`src/ebtc_cfg.svh`:
```
// Purpose: Bus timing unit constants
// Assumes: Byte offsets
// Notes:   Shared by all modules except ebtc_ext_mem
`ifndef EBTC_CFG_SVH
`define EBTC_CFG_SVH

`define EBTC_GEN_CTRL_OFFSET   8'h00
`define EBTC_TIM_CTRL_OFFSET   8'h04
`define EBTC_CMD_ADDR_OFFSET   8'h08
`define EBTC_CMD_DATA_OFFSET   8'h0C
`define EBTC_STATUS_OFFSET     8'h10

`define EBTC_GEN_RESET         32'h0000_0000
`define EBTC_TIM_RESET         32'h0000_0000
`define EBTC_GEN_MASK          32'h0007_0703
`define EBTC_TIM_MASK          32'h0F00_F7F8

`define EBTC_EN_BIT            0
`define EBTC_W16_BIT           1
`define EBTC_DIV_LSB           8
`define EBTC_ALE_LSB           16
`define EBTC_ACC_LSB           3
`define EBTC_AHD_LSB           8
`define EBTC_IW2X_LSB          12
`define EBTC_IR2R_LSB          24

`define EBTC_DIV_BY4           3'h2
`define EBTC_DIV_BY8           3'h3
`define EBTC_DIV_BY16          3'h4
`define EBTC_DIV_BY32          3'h5
`define EBTC_DIV_BY2           3'h1

`define EBTC_ADDR_SETUP_CLKS   6'h01
`define EBTC_LATCH_HOLD_CLKS   6'h01
`define EBTC_TURNAROUND_CLKS   6'h01

`endif

```
`src/ebtc_pkg.sv`:
```
// Purpose: Types shared by the bus timing unit
// Assumes: Constants come from ebtc_cfg.svh
// Notes:   One-hot state codes written out
package ebtc_pkg;

    typedef enum logic [7:0]
    {
        ST_IDLE  = 8'h01,
        ST_SETUP = 8'h02,
        ST_LATCH = 8'h04,
        ST_LHOLD = 8'h08,
        ST_TURN  = 8'h10,
        ST_ACC   = 8'h20,
        ST_HOLD  = 8'h40,
        ST_GAP   = 8'h80
    } ebtc_state_type;

    typedef struct packed
    {
        logic        write;
        logic [15:0] addr;
        logic [15:0] data;
    } ebtc_cmd_type;

    typedef struct packed
    {
        logic        chip_select_n;
        logic        ale;
        logic        read_strobe_n;
        logic        write_strobe_n;
        logic [15:0] ad_out;
        logic [15:0] ad_oe_n;
    } ebtc_pins_type;

endpackage

```
`src/ebtc_clkdiv.sv`:
```
// Purpose: Interface clock tick
// Assumes: Code from general control
// Notes:   Tick ends each period
`timescale 1ns/1ps
`include "ebtc_cfg.svh"

module ebtc_clkdiv
(
    input  wire logic       clk,
    input  wire logic       rst,
    input  wire logic [2:0] iface_clock_divider,
    output logic            tick,
    output logic            undivided
);

    logic [4:0] cnt_ff;
    logic [4:0] nxt_cnt;
    logic [4:0] limit;

    // ************************************************************
    // Divider decode
    // ************************************************************
    // RULE1: divide code decode
    // RULE2: codes 000 and 001
    always_comb
    begin
        case (iface_clock_divider)
            `EBTC_DIV_BY2:  limit = 5'h01;
            `EBTC_DIV_BY4:  limit = 5'h03;
            `EBTC_DIV_BY8:  limit = 5'h07;
            `EBTC_DIV_BY16: limit = 5'h0F;
            `EBTC_DIV_BY32: limit = 5'h1F;
            default:        limit = 5'h00;
        endcase
    end

    assign undivided = (limit == 5'h00);
    assign nxt_cnt   = (cnt_ff >= limit) ? 5'h00 : cnt_ff + 5'h01;

    always_ff @(posedge clk or posedge rst)
    begin
        if (rst)
            cnt_ff <= 5'h00;
        else
            cnt_ff <= nxt_cnt;
    end

    // Tick at end of each interface period
    assign tick = (cnt_ff >= limit);

endmodule

```
`src/ebtc_top.sv`:
```
// What this block does
// RULE1: Divider codes select divide by 4 to 32
// RULE2: Codes 000 undivided, 001 divide by two
// RULE3: Undivided launches rising, divided launches falling
// RULE4: Width bit one selects 16-bit bus
// RULE5: 8-bit mode keeps address on upper lines
// RULE6: Accesses run only while enable set; code only gates the start, an access under way runs to completion
// RULE7: Setup, latch width, latch hold, turnaround, strobe
// RULE8: Strobe lasts access field plus one
// RULE9: Hold lasts hold field plus one
// RULE10: Read-read idle cycles from field value
// RULE11: After-write idle cycles from field value
// RULE12: Idle cycles keep controls inactive
// RULE13: Timing register resets to zero
// Purpose: Multiplexed external bus with programmable timing
// Assumes: Accesses start by command register
// Notes:   Pins timed in interface clocks
//
// Decided for this implementation: the strobed register port.
`timescale 1ns/1ps
`include "ebtc_cfg.svh"

module ebtc_top
(
    input  wire logic          clk,
    input  wire logic          rst,
    input  wire logic [7:0]    reg_addr,
    input  wire logic [31:0]   reg_wdata,
    input  wire logic          reg_write,
    input  wire logic          reg_read,
    output logic [31:0]        reg_rdata,
    output logic               chip_select_n,
    output logic               ale,
    output logic               read_strobe_n,
    output logic               write_strobe_n,
    output logic [15:0]        ad_out,
    output logic [15:0]        ad_oe_n,
    input  wire logic [15:0]   ad_in
);

    logic [31:0]                 bus_general_control_ff;
    logic [31:0]                 bus_timing_control_ff;
    ebtc_pkg::ebtc_cmd_type      cmd_ff;
    logic                        pend_ff;
    logic                        last_read_ff;
    logic [15:0]                 rdata_ff;
    logic [31:0]                 reg_rdata_ff;
    logic [15:0]                 ad_s1_ff;
    logic [15:0]                 ad_s2_ff;
    ebtc_pkg::ebtc_state_type    state_ff;
    ebtc_pkg::ebtc_state_type    nxt_state;
    logic [5:0]                  cnt_ff;
    logic [5:0]                  nxt_cnt;
    ebtc_pkg::ebtc_pins_type     pins_ff;
    ebtc_pkg::ebtc_pins_type     nxt_pins;
    ebtc_pkg::ebtc_pins_type     pins_neg_ff;
    logic                        tick;
    logic                        undivided;
    logic                        bus_function_enable;
    logic                        wide_bus_select;
    logic [2:0]                  latch_strobe_width_field;
    logic [4:0]                  access_time_field;
    logic [2:0]                  hold_time_field;
    logic [3:0]                  post_write_idle_count;
    logic [3:0]                  read_read_idle_count;
    logic                        busy;
    logic                        start;
    logic [5:0]                  gap_len;

    assign bus_function_enable      = bus_general_control_ff[`EBTC_EN_BIT];
    assign wide_bus_select          = bus_general_control_ff[`EBTC_W16_BIT];
    assign latch_strobe_width_field = bus_general_control_ff[`EBTC_ALE_LSB +: 3];
    assign access_time_field        = bus_timing_control_ff[`EBTC_ACC_LSB +: 5];
    assign hold_time_field          = bus_timing_control_ff[`EBTC_AHD_LSB +: 3];
    assign post_write_idle_count    = bus_timing_control_ff[`EBTC_IW2X_LSB +: 4];
    assign read_read_idle_count     = bus_timing_control_ff[`EBTC_IR2R_LSB +: 4];
    assign busy                     = pend_ff || (state_ff != ebtc_pkg::ST_IDLE && state_ff != ebtc_pkg::ST_GAP);

    // Field plus one as a cycle count
    function automatic logic [5:0] plus_one(input logic [4:0] f);
        plus_one = {1'b0, f} + 6'h01;
    endfunction

    // ************************************************************
    // Interface clock
    // ************************************************************
    ebtc_clkdiv u_clkdiv
    (
        .clk                 (clk),
        .rst                 (rst),
        .iface_clock_divider (bus_general_control_ff[`EBTC_DIV_LSB +: 3]),
        .tick                (tick),
        .undivided           (undivided)
    );

    // ************************************************************
    // Register writes
    // ************************************************************
    always_ff @(posedge clk or posedge rst)
    begin
        if (rst)
            bus_general_control_ff <= `EBTC_GEN_RESET;
        else if (reg_write && reg_addr == `EBTC_GEN_CTRL_OFFSET)
            bus_general_control_ff <= reg_wdata & `EBTC_GEN_MASK;
    end

    // RULE13: timing reset zero
    always_ff @(posedge clk or posedge rst)
    begin
        if (rst)
            bus_timing_control_ff <= `EBTC_TIM_RESET;
        else if (reg_write && reg_addr == `EBTC_TIM_CTRL_OFFSET)
            bus_timing_control_ff <= reg_wdata & `EBTC_TIM_MASK;
    end

    // Command capture, ignored while busy
    always_ff @(posedge clk or posedge rst)
    begin
        if (rst)
            cmd_ff <= '0;
        else if (reg_write && !busy && reg_addr == `EBTC_CMD_ADDR_OFFSET)
            {cmd_ff.write, cmd_ff.addr} <= {reg_wdata[31], reg_wdata[15:0]};
        else if (reg_write && !busy && reg_addr == `EBTC_CMD_DATA_OFFSET)
            cmd_ff.data <= reg_wdata[15:0];
    end

    // RULE6: start gated by enable
    always_ff @(posedge clk or posedge rst)
    begin
        if (rst)
            pend_ff <= 1'b0;
        else if (!bus_function_enable)
            pend_ff <= 1'b0;
        else if (reg_write && !busy && reg_addr == `EBTC_CMD_ADDR_OFFSET)
            pend_ff <= 1'b1;
        else if (start)
            pend_ff <= 1'b0;
    end

    // ************************************************************
    // Register reads
    // ************************************************************
    always_ff @(posedge clk or posedge rst)
    begin
        if (rst)
            reg_rdata_ff <= 32'h0000_0000;
        else if (!reg_read)
            reg_rdata_ff <= 32'h0000_0000;
        else if (reg_addr == `EBTC_GEN_CTRL_OFFSET)
            reg_rdata_ff <= bus_general_control_ff;
        else if (reg_addr == `EBTC_TIM_CTRL_OFFSET)
            reg_rdata_ff <= bus_timing_control_ff;
        else if (reg_addr == `EBTC_CMD_ADDR_OFFSET)
            reg_rdata_ff <= {cmd_ff.write, 15'h0000, cmd_ff.addr};
        else if (reg_addr == `EBTC_CMD_DATA_OFFSET)
            reg_rdata_ff <= {16'h0000, rdata_ff};
        else if (reg_addr == `EBTC_STATUS_OFFSET)
            reg_rdata_ff <= {31'h0000_0000, busy};
        else
            reg_rdata_ff <= 32'h0000_0000;
    end

    assign reg_rdata = reg_rdata_ff;

    // ************************************************************
    // Pin input synchroniser
    // ************************************************************
    always_ff @(posedge clk or posedge rst)
    begin
        if (rst)
            {ad_s2_ff, ad_s1_ff} <= 32'h0000_0000;
        else
            {ad_s2_ff, ad_s1_ff} <= {ad_s1_ff, ad_in};
    end

    // ************************************************************
    // Access sequencer
    // ************************************************************
    assign start   = tick && pend_ff && (state_ff == ebtc_pkg::ST_IDLE);
    assign gap_len = cmd_ff.write ? {2'b00, post_write_idle_count} : {2'b00, read_read_idle_count};

    always_comb
    begin
        nxt_state = state_ff;
        nxt_cnt   = cnt_ff;
        if (tick)
        begin
            case (state_ff)
                ebtc_pkg::ST_IDLE:
                begin
                    if (pend_ff)
                    begin
                        // RULE7: one clock address setup
                        nxt_state = ebtc_pkg::ST_SETUP;
                        nxt_cnt   = `EBTC_ADDR_SETUP_CLKS;
                    end
                end
                ebtc_pkg::ST_SETUP:
                begin
                    nxt_state = ebtc_pkg::ST_LATCH;
                    nxt_cnt   = plus_one({2'b00, latch_strobe_width_field});
                end
                ebtc_pkg::ST_LATCH:
                begin
                    if (cnt_ff <= 6'h01)
                    begin
                        nxt_state = ebtc_pkg::ST_LHOLD;
                        nxt_cnt   = `EBTC_LATCH_HOLD_CLKS;
                    end
                    else
                        nxt_cnt = cnt_ff - 6'h01;
                end
                ebtc_pkg::ST_LHOLD:
                begin
                    nxt_state = ebtc_pkg::ST_TURN;
                    nxt_cnt   = `EBTC_TURNAROUND_CLKS;
                end
                ebtc_pkg::ST_TURN:
                begin
                    // RULE8: access field plus one
                    nxt_state = ebtc_pkg::ST_ACC;
                    nxt_cnt   = plus_one(access_time_field);
                end
                ebtc_pkg::ST_ACC:
                begin
                    if (cnt_ff <= 6'h01)
                    begin
                        // RULE9: hold field plus one
                        nxt_state = ebtc_pkg::ST_HOLD;
                        nxt_cnt   = plus_one({2'b00, hold_time_field});
                    end
                    else
                        nxt_cnt = cnt_ff - 6'h01;
                end
                ebtc_pkg::ST_HOLD:
                begin
                    if (cnt_ff > 6'h01)
                        nxt_cnt = cnt_ff - 6'h01;
                    // RULE10: read-read idle
                    // RULE11: after-write idle
                    else if (gap_len != 6'h00)
                    begin
                        nxt_state = ebtc_pkg::ST_GAP;
                        nxt_cnt   = gap_len;
                    end
                    else
                        nxt_state = ebtc_pkg::ST_IDLE;
                end
                ebtc_pkg::ST_GAP:
                begin
                    // Read gap cut only by a pending write
                    if (cnt_ff <= 6'h01 || (last_read_ff && pend_ff && cmd_ff.write))
                        nxt_state = ebtc_pkg::ST_IDLE;
                    else
                        nxt_cnt = cnt_ff - 6'h01;
                end
                default:
                    nxt_state = ebtc_pkg::ST_IDLE;
            endcase
        end
    end

    always_ff @(posedge clk or posedge rst)
    begin
        if (rst)
        begin
            state_ff <= ebtc_pkg::ST_IDLE;
            cnt_ff   <= 6'h00;
        end
        else
        begin
            state_ff <= nxt_state;
            cnt_ff   <= nxt_cnt;
        end
    end

    // Kind of completed access
    always_ff @(posedge clk or posedge rst)
    begin
        if (rst)
            last_read_ff <= 1'b0;
        else if (tick && state_ff == ebtc_pkg::ST_HOLD)
            last_read_ff <= !cmd_ff.write;
    end
    // Read data sampled at strobe release
    always_ff @(posedge clk or posedge rst)
    begin
        if (rst)
            rdata_ff <= 16'h0000;
        else if (tick && state_ff == ebtc_pkg::ST_ACC && cnt_ff <= 6'h01 && !cmd_ff.write)
            rdata_ff <= wide_bus_select ? ad_s2_ff : {8'h00, ad_s2_ff[7:0]};
    end

    // ************************************************************
    // Pin values
    // ************************************************************
    always_comb
    begin
        nxt_pins.chip_select_n  = 1'b1;
        nxt_pins.ale            = 1'b0;
        nxt_pins.read_strobe_n  = 1'b1;
        nxt_pins.write_strobe_n = 1'b1;
        nxt_pins.ad_out         = 16'h0000;
        nxt_pins.ad_oe_n        = 16'hFFFF;
        // RULE12: idle keeps controls inactive
        if (nxt_state != ebtc_pkg::ST_IDLE && nxt_state != ebtc_pkg::ST_GAP)
        begin
            nxt_pins.chip_select_n  = 1'b0;
            nxt_pins.ale            = (nxt_state == ebtc_pkg::ST_LATCH);
            nxt_pins.read_strobe_n  = !(nxt_state == ebtc_pkg::ST_ACC && !cmd_ff.write);
            nxt_pins.write_strobe_n = !(nxt_state == ebtc_pkg::ST_ACC && cmd_ff.write);
            nxt_pins.ad_oe_n        = 16'h0000;
            nxt_pins.ad_out         = cmd_ff.addr;
            // RULE4: data width select
            if (nxt_state == ebtc_pkg::ST_TURN || nxt_state == ebtc_pkg::ST_ACC || nxt_state == ebtc_pkg::ST_HOLD)
            begin
                if (wide_bus_select)
                begin
                    nxt_pins.ad_out  = cmd_ff.data;
                    nxt_pins.ad_oe_n = cmd_ff.write ? 16'h0000 : 16'hFFFF;
                end
                else
                begin
                    // RULE5: upper lines keep address
                    nxt_pins.ad_out  = {cmd_ff.addr[15:8], cmd_ff.data[7:0]};
                    nxt_pins.ad_oe_n = cmd_ff.write ? 16'h0000 : 16'h00FF;
                end
            end
        end
    end

    always_ff @(posedge clk or posedge rst)
    begin
        if (rst)
            pins_ff <= '{1'b1, 1'b0, 1'b1, 1'b1, 16'h0000, 16'hFFFF};
        else
            pins_ff <= nxt_pins;
    end

    // RULE3: falling launch when divided
    always_ff @(negedge clk or posedge rst)
    begin
        if (rst)
            pins_neg_ff <= '{1'b1, 1'b0, 1'b1, 1'b1, 16'h0000, 16'hFFFF};
        else
            pins_neg_ff <= pins_ff;
    end

    assign {chip_select_n, ale, read_strobe_n, write_strobe_n, ad_out, ad_oe_n} = undivided ? pins_ff : pins_neg_ff;

endmodule

```
`config.mk`:
```
export PLATFORM = sky130hd
export DESIGN_NAME = ebtc_top
export DESIGN_NICKNAME = d
export VERILOG_FILES = /design/src/ebtc_pkg.sv /design/src/ebtc_clkdiv.sv /design/src/ebtc_top.sv
export VERILOG_INCLUDE_DIRS = /design/src
export SDC_FILE = /design/constraint.sdc
export NUM_CORES = 1
export LEC_CHECK = 0
export ABC_AREA = 0
export BUFFER_PORTS_ARGS = -buffer_cell sky130_fd_sc_hd__buf_2
export CAP_MARGIN = 20
export CORE_MARGIN = 10
export CORE_UTILIZATION = 50
export CTS_BUF_LIST = sky130_fd_sc_hd__clkbuf_8 sky130_fd_sc_hd__clkbuf_16
export DETAILED_ROUTE_END_ITERATION = 8
export MAX_ROUTING_LAYER = met4
export PLACE_DENSITY = 0.71
export REMOVE_ABC_BUFFERS = 1
export SYNTH_ARGS = -nofsm -noshare
export SYNTH_HDL_FRONTEND = slang
export SYNTH_HIERARCHICAL = 1
export SYNTH_SLANG_ARGS = --single-unit
```
`constraint.sdc`:
```
create_clock -name clk -period 15.2 [get_ports clk]
set_clock_uncertainty 0.15 [all_clocks]
set_input_delay 1.52 -clock clk [delete_from_list [all_inputs] [get_ports clk]]
set_output_delay 1.52 -clock clk [all_outputs]
set_load 0.005 [all_outputs]
```
Yosys cells after proc, flatten, opt, wreduce, memory -nomap -nowiden:

Index checks and enable logic that the tools add are counted.

* register bits after elaboration: 230
* output and inout port bits: 68
* word-level logic and storage cells: 129

* add/subtract/negate cells: 5
* order comparisons: 3
* equal/unequal tests: 29
* muxes and demuxes: 34
* bitwise gates (word level): 1
* reductions and logical operators: 31

Operator list (count)
* 32-bit two-way mux: 6
* 36-bit two-way mux: 2
* 8-bit two-way mux: 8
* 8-bit case mux with 8 select lines: 1
* 16-bit two-way mux: 3
* 6-bit case mux with 8 select lines: 1
* 6-bit two-way mux: 6
* 5-bit case mux with 5 select lines: 1
* 8-bit by 3-bit == test with 1-bit output (second input constant): 3
* 8-bit by 4-bit == test with 1-bit output (second input constant): 3
* 8-bit by 5-bit == test with 1-bit output (second input constant): 3
* 1-bit logical AND: 17
* 8-bit by 6-bit == test with 1-bit output (second input constant): 2
* 8-bit by 7-bit == test with 1-bit output (second input constant): 2
* 8-bit by 1-bit != test with 1-bit output (second input constant): 2
* 8-bit != test (second input constant): 2
* 3-bit by 1-bit adder with 4-bit output (second input constant): 2
* 8-bit by 1-bit == test with 1-bit output (second input constant): 1
* 8-bit by 2-bit == test with 1-bit output (second input constant): 1
* 8-bit == test (second input constant): 1
* 8-bit zero test: 1
* 8-bit nonzero test: 1
* 5-bit by 1-bit adder with 6-bit output (second input constant): 1
* 3-bit by 2-bit == test with 1-bit output (second input constant): 2
* 20 further kinds: 31

Longest topological paths before layout:

* depth after elaboration: 11
* mapped depth: 17
* depth with buffers taken out: 14

Modules after synthesis:

The synthesis kept the hierarchy.

Modules (own cells, without submodules)
* ebtc_top: times used 1, cells each 676, area each 8099.0 um^2
* ebtc_clkdiv: times used 1, cells each 38, area each 381.6 um^2

==> out/results.tsv <==
metric	value	unit
Post-synth EDFFs	0	
final hold vios	0	
RSZ-0062 raised after global routing	false	
setup TNS	0	ps
gpl congestion	0.918	
DRC violations left	0	
vias in the first global route	6087	
Synthesis Warnings	6	
Crit. End Element	output port	
sequential area share after synthesis	0.574	
htree depth	4	
drt wl/cell	20.4	µm
maxcap violations	0	
Die X-Extent	150	µm
CTS sink count	194	
TritonCTS clock tree	done	
Initial Util	0.511	
status	finished, final reports clean	
Seq pwr share	0.427	
Comb pwr share	0.232	
area of the core	0.0166	mm²
dpl cells	995	
internal power	921	µW
worst hold path type	register to register	
full die area	0.0226	mm²
Yosys cell types	68	
IO Pins	128	
Num CTS Buffers	17	
power share of the clock group	0.341	
pin count of the biggest net entering global routing	92	
drt pass-1 iters	4	
Max Transition Viols Final	0	
Pwr Density	144	mW/mm²
GR Util All Layers	0.194	
# rows	47	
Post-Syn Instances	714	
Slew headroom	0.330	
synthesized cell area	0.00848	mm²
critical path arrival	8890	ps
chip height	150	µm
total congestion overflow	0	
first-pass GRT wire length	33500	µm
WS Path Type	register to output port	
VDD IR max	118	µV
worst-margin pin slew	1000	ps
Layout area overhead	14.2	%
Setup Viol. Count Final	0	
Starting DRT DRC Count	514	
Synth Register Bits	194	
Avg Cell Area, Syn	11.9	µm²
Lkg Pwr	0.00471	µW
post-CTS setup buffer count	0	
worst-path fanout max	8	
HPWL Detailed	15200	µm
Post-synth ARST share	1.00	
port bufs	111	
Worst-path clk slew	70	ps
drt total wl	21000	µm
Worst Reg-to-Reg Cells	0	
type of origin of the critical path	register	
clock root cell	clkbuf_16	
Most used DFF post-synth	dfrtp_1	
remaining antenna violation count	0	
Switching Fraction	0.339	
Hold Path Cell Cnt	0	
fraction of layout cells with a size suffix above 1	0.328	
NetSw	472	µW
vias per cell	5.69	
clock insertion delay at the later pin of the skew report	430	ps
Worst Path Required	13530	ps
via count	5873	
Layout Cells excl Fill	1032	
clk buf depth	2	
post-CTS sizing	0	
Total Nets Final	869	
Post-CTS Hold Fix Bufs	0	
initial antenna violation count	1	
[layer usage]
| metal | vias up | global-route usage | wire [µm] |
|---|---|---|---|
| li1 | 2683 | - | - |
| met1 | 2967 | 0.254 | 9440 |
| met2 | 189 | 0.301 | 10000 |
| met3 | 34 | 0.0345 | 1040 |
| met4 | 0 | 0.0690 | 523 |
| met5 | - | - | 0 |
[Yosys cell counts (14+ instances only)]
cell type | n | area share
nor2_1 | 34 | 0.015
a21oi_1 | 29 | 0.017
nand2_1 | 37 | 0.016
inv_1 | 22 | 0.0097
o21ai_0 | 35 | 0.021
nor3_1 | 15 | 0.0089
mux2i_1 | 14 | 0.017
mux2_2 | 95 | 0.13
buf_4 | 22 | 0.019
dfrtp_1 | 166 | 0.49
clkbuf_1 | 26 | 0.012
nand3_1 | 32 | 0.019
dfrtn_1 | 17 | 0.050
[path summary, 6_finish.rpt]
check                          startpoint            endpoint  slack [ps]
min in group asynchronous             rst  u_clkdiv/cnt_ff[2]         860
setup reg to reg              pins_ff[22]     pins_neg_ff[22]        6860
max in group asynchronous             rst     pins_neg_ff[20]        5080
hold / removal                ad_s1_ff[2]         ad_s2_ff[2]         200
hold reg to reg               ad_s1_ff[2]         ad_s2_ff[2]         200
setup / recovery           pins_neg_ff[7]          ad_oe_n[4]        4640
[registers in the layout (all words and copies together), names as in the netlist]
name / cells
pend_ff: 1
rdata_ff: 16
pins_ff: 22
last_read_ff: 1
bus_general_control_ff: 8
pins_neg_ff: 22
cnt_ff: 6
state_ff: 8
ad_s1_ff: 16
reg_rdata: 24
cmd_ff: 33
u_clkdiv/cnt_ff: 5
ad_s2_ff: 16
bus_timing_control_ff: 16
[critical path: stages, from the launching register on]
cell and delay, ps:
dfstp_2 500, mux2_2 190, buf_2 140
[power groups by stage]
stage | registers [µW] | clock network [µW] | logic (µW)
finish | 595 | 475 | 323
global route | 601 | 504 | 359
CTS | 595 | 483 | 321
detailed placement | 604 | 2.45 | 317
global placement | 602 | 2.45 | 311
floorplan | 590 | 2.45 | 214
[cell usage in the layout, fill, tap and decap left out, types with 4 or more instances in the layout]
cell type / synthesis / layout
and3_1: 7 / 7
nor4_1: 6 / 6
ha_1: 11 / 11
dfrtp_1: 166 / 166
nand2b_1: 4 / 4
dfstp_2: 11 / 11
o21a_1: 4 / 4
clkbuf_16: 0 / 17
a311oi_1: 5 / 5
or2_2: 4 / 4
mux2_2: 95 / 95
mux2i_1: 14 / 14
nor3_1: 15 / 15
buf_2: 6 / 111
xnor2_1: 5 / 5
nor2_1: 34 / 34
inv_6: 0 / 6
nand3_1: 32 / 32
conb_1: 1 / 8
a21oi_1: 29 / 29
inv_1: 22 / 25
clkinv_8: 0 / 4
or3_1: 4 / 4
and2_1: 5 / 5
o21ai_1: 12 / 12
xor2_1: 8 / 8
a31oi_1: 5 / 5
o21ai_0: 35 / 35
nand2_1: 37 / 37
a22oi_1: 9 / 9
dfrtn_1: 17 / 17
[cell families (layout without fill, tap and decap cells)]
family / Yosys count / in the layout / share of synthesized area
AOI/OAI and AO/OA: 134 / 134 / 0.101
xor gates and xnor gates: 13 / 13 / 0.0134
adders and majority gates: 11 / 11 / 0.0162
buffers and inverters: 83 / 173 / 0.0491
DFF: 194 / 194 / 0.574
muxes: 109 / 109 / 0.143
other: 1 / 9 / 0.000442
and+or+nand+nor: 169 / 169 / 0.103
[layout make-up]
class	instances	area [µm²]
fillers	1417	6900
repair buffers	114	578
diodes	1	2.50
clock buffers	18	439
flip-flops and latches	194	4870
well taps	220	275
clock inverters	19	209
inverters	22	87.6
multi-input cells	444	3220
[stage by stage]
stage                     setup WS, ps  total power, µW  instance area, µm²  hold WS, ps  utilization
after global placement            4600              915                9030          182        0.545
after global routing              4570             1460                9680          207        0.584
after CTS                         4630             1400                9680          204        0.584
after floorplan                    988              807                8180          181            -
final                             4640             1390                9680          200        0.584
after detailed placement          4540              923                9030          186        0.545
Power figures use the tool's default switching activity.
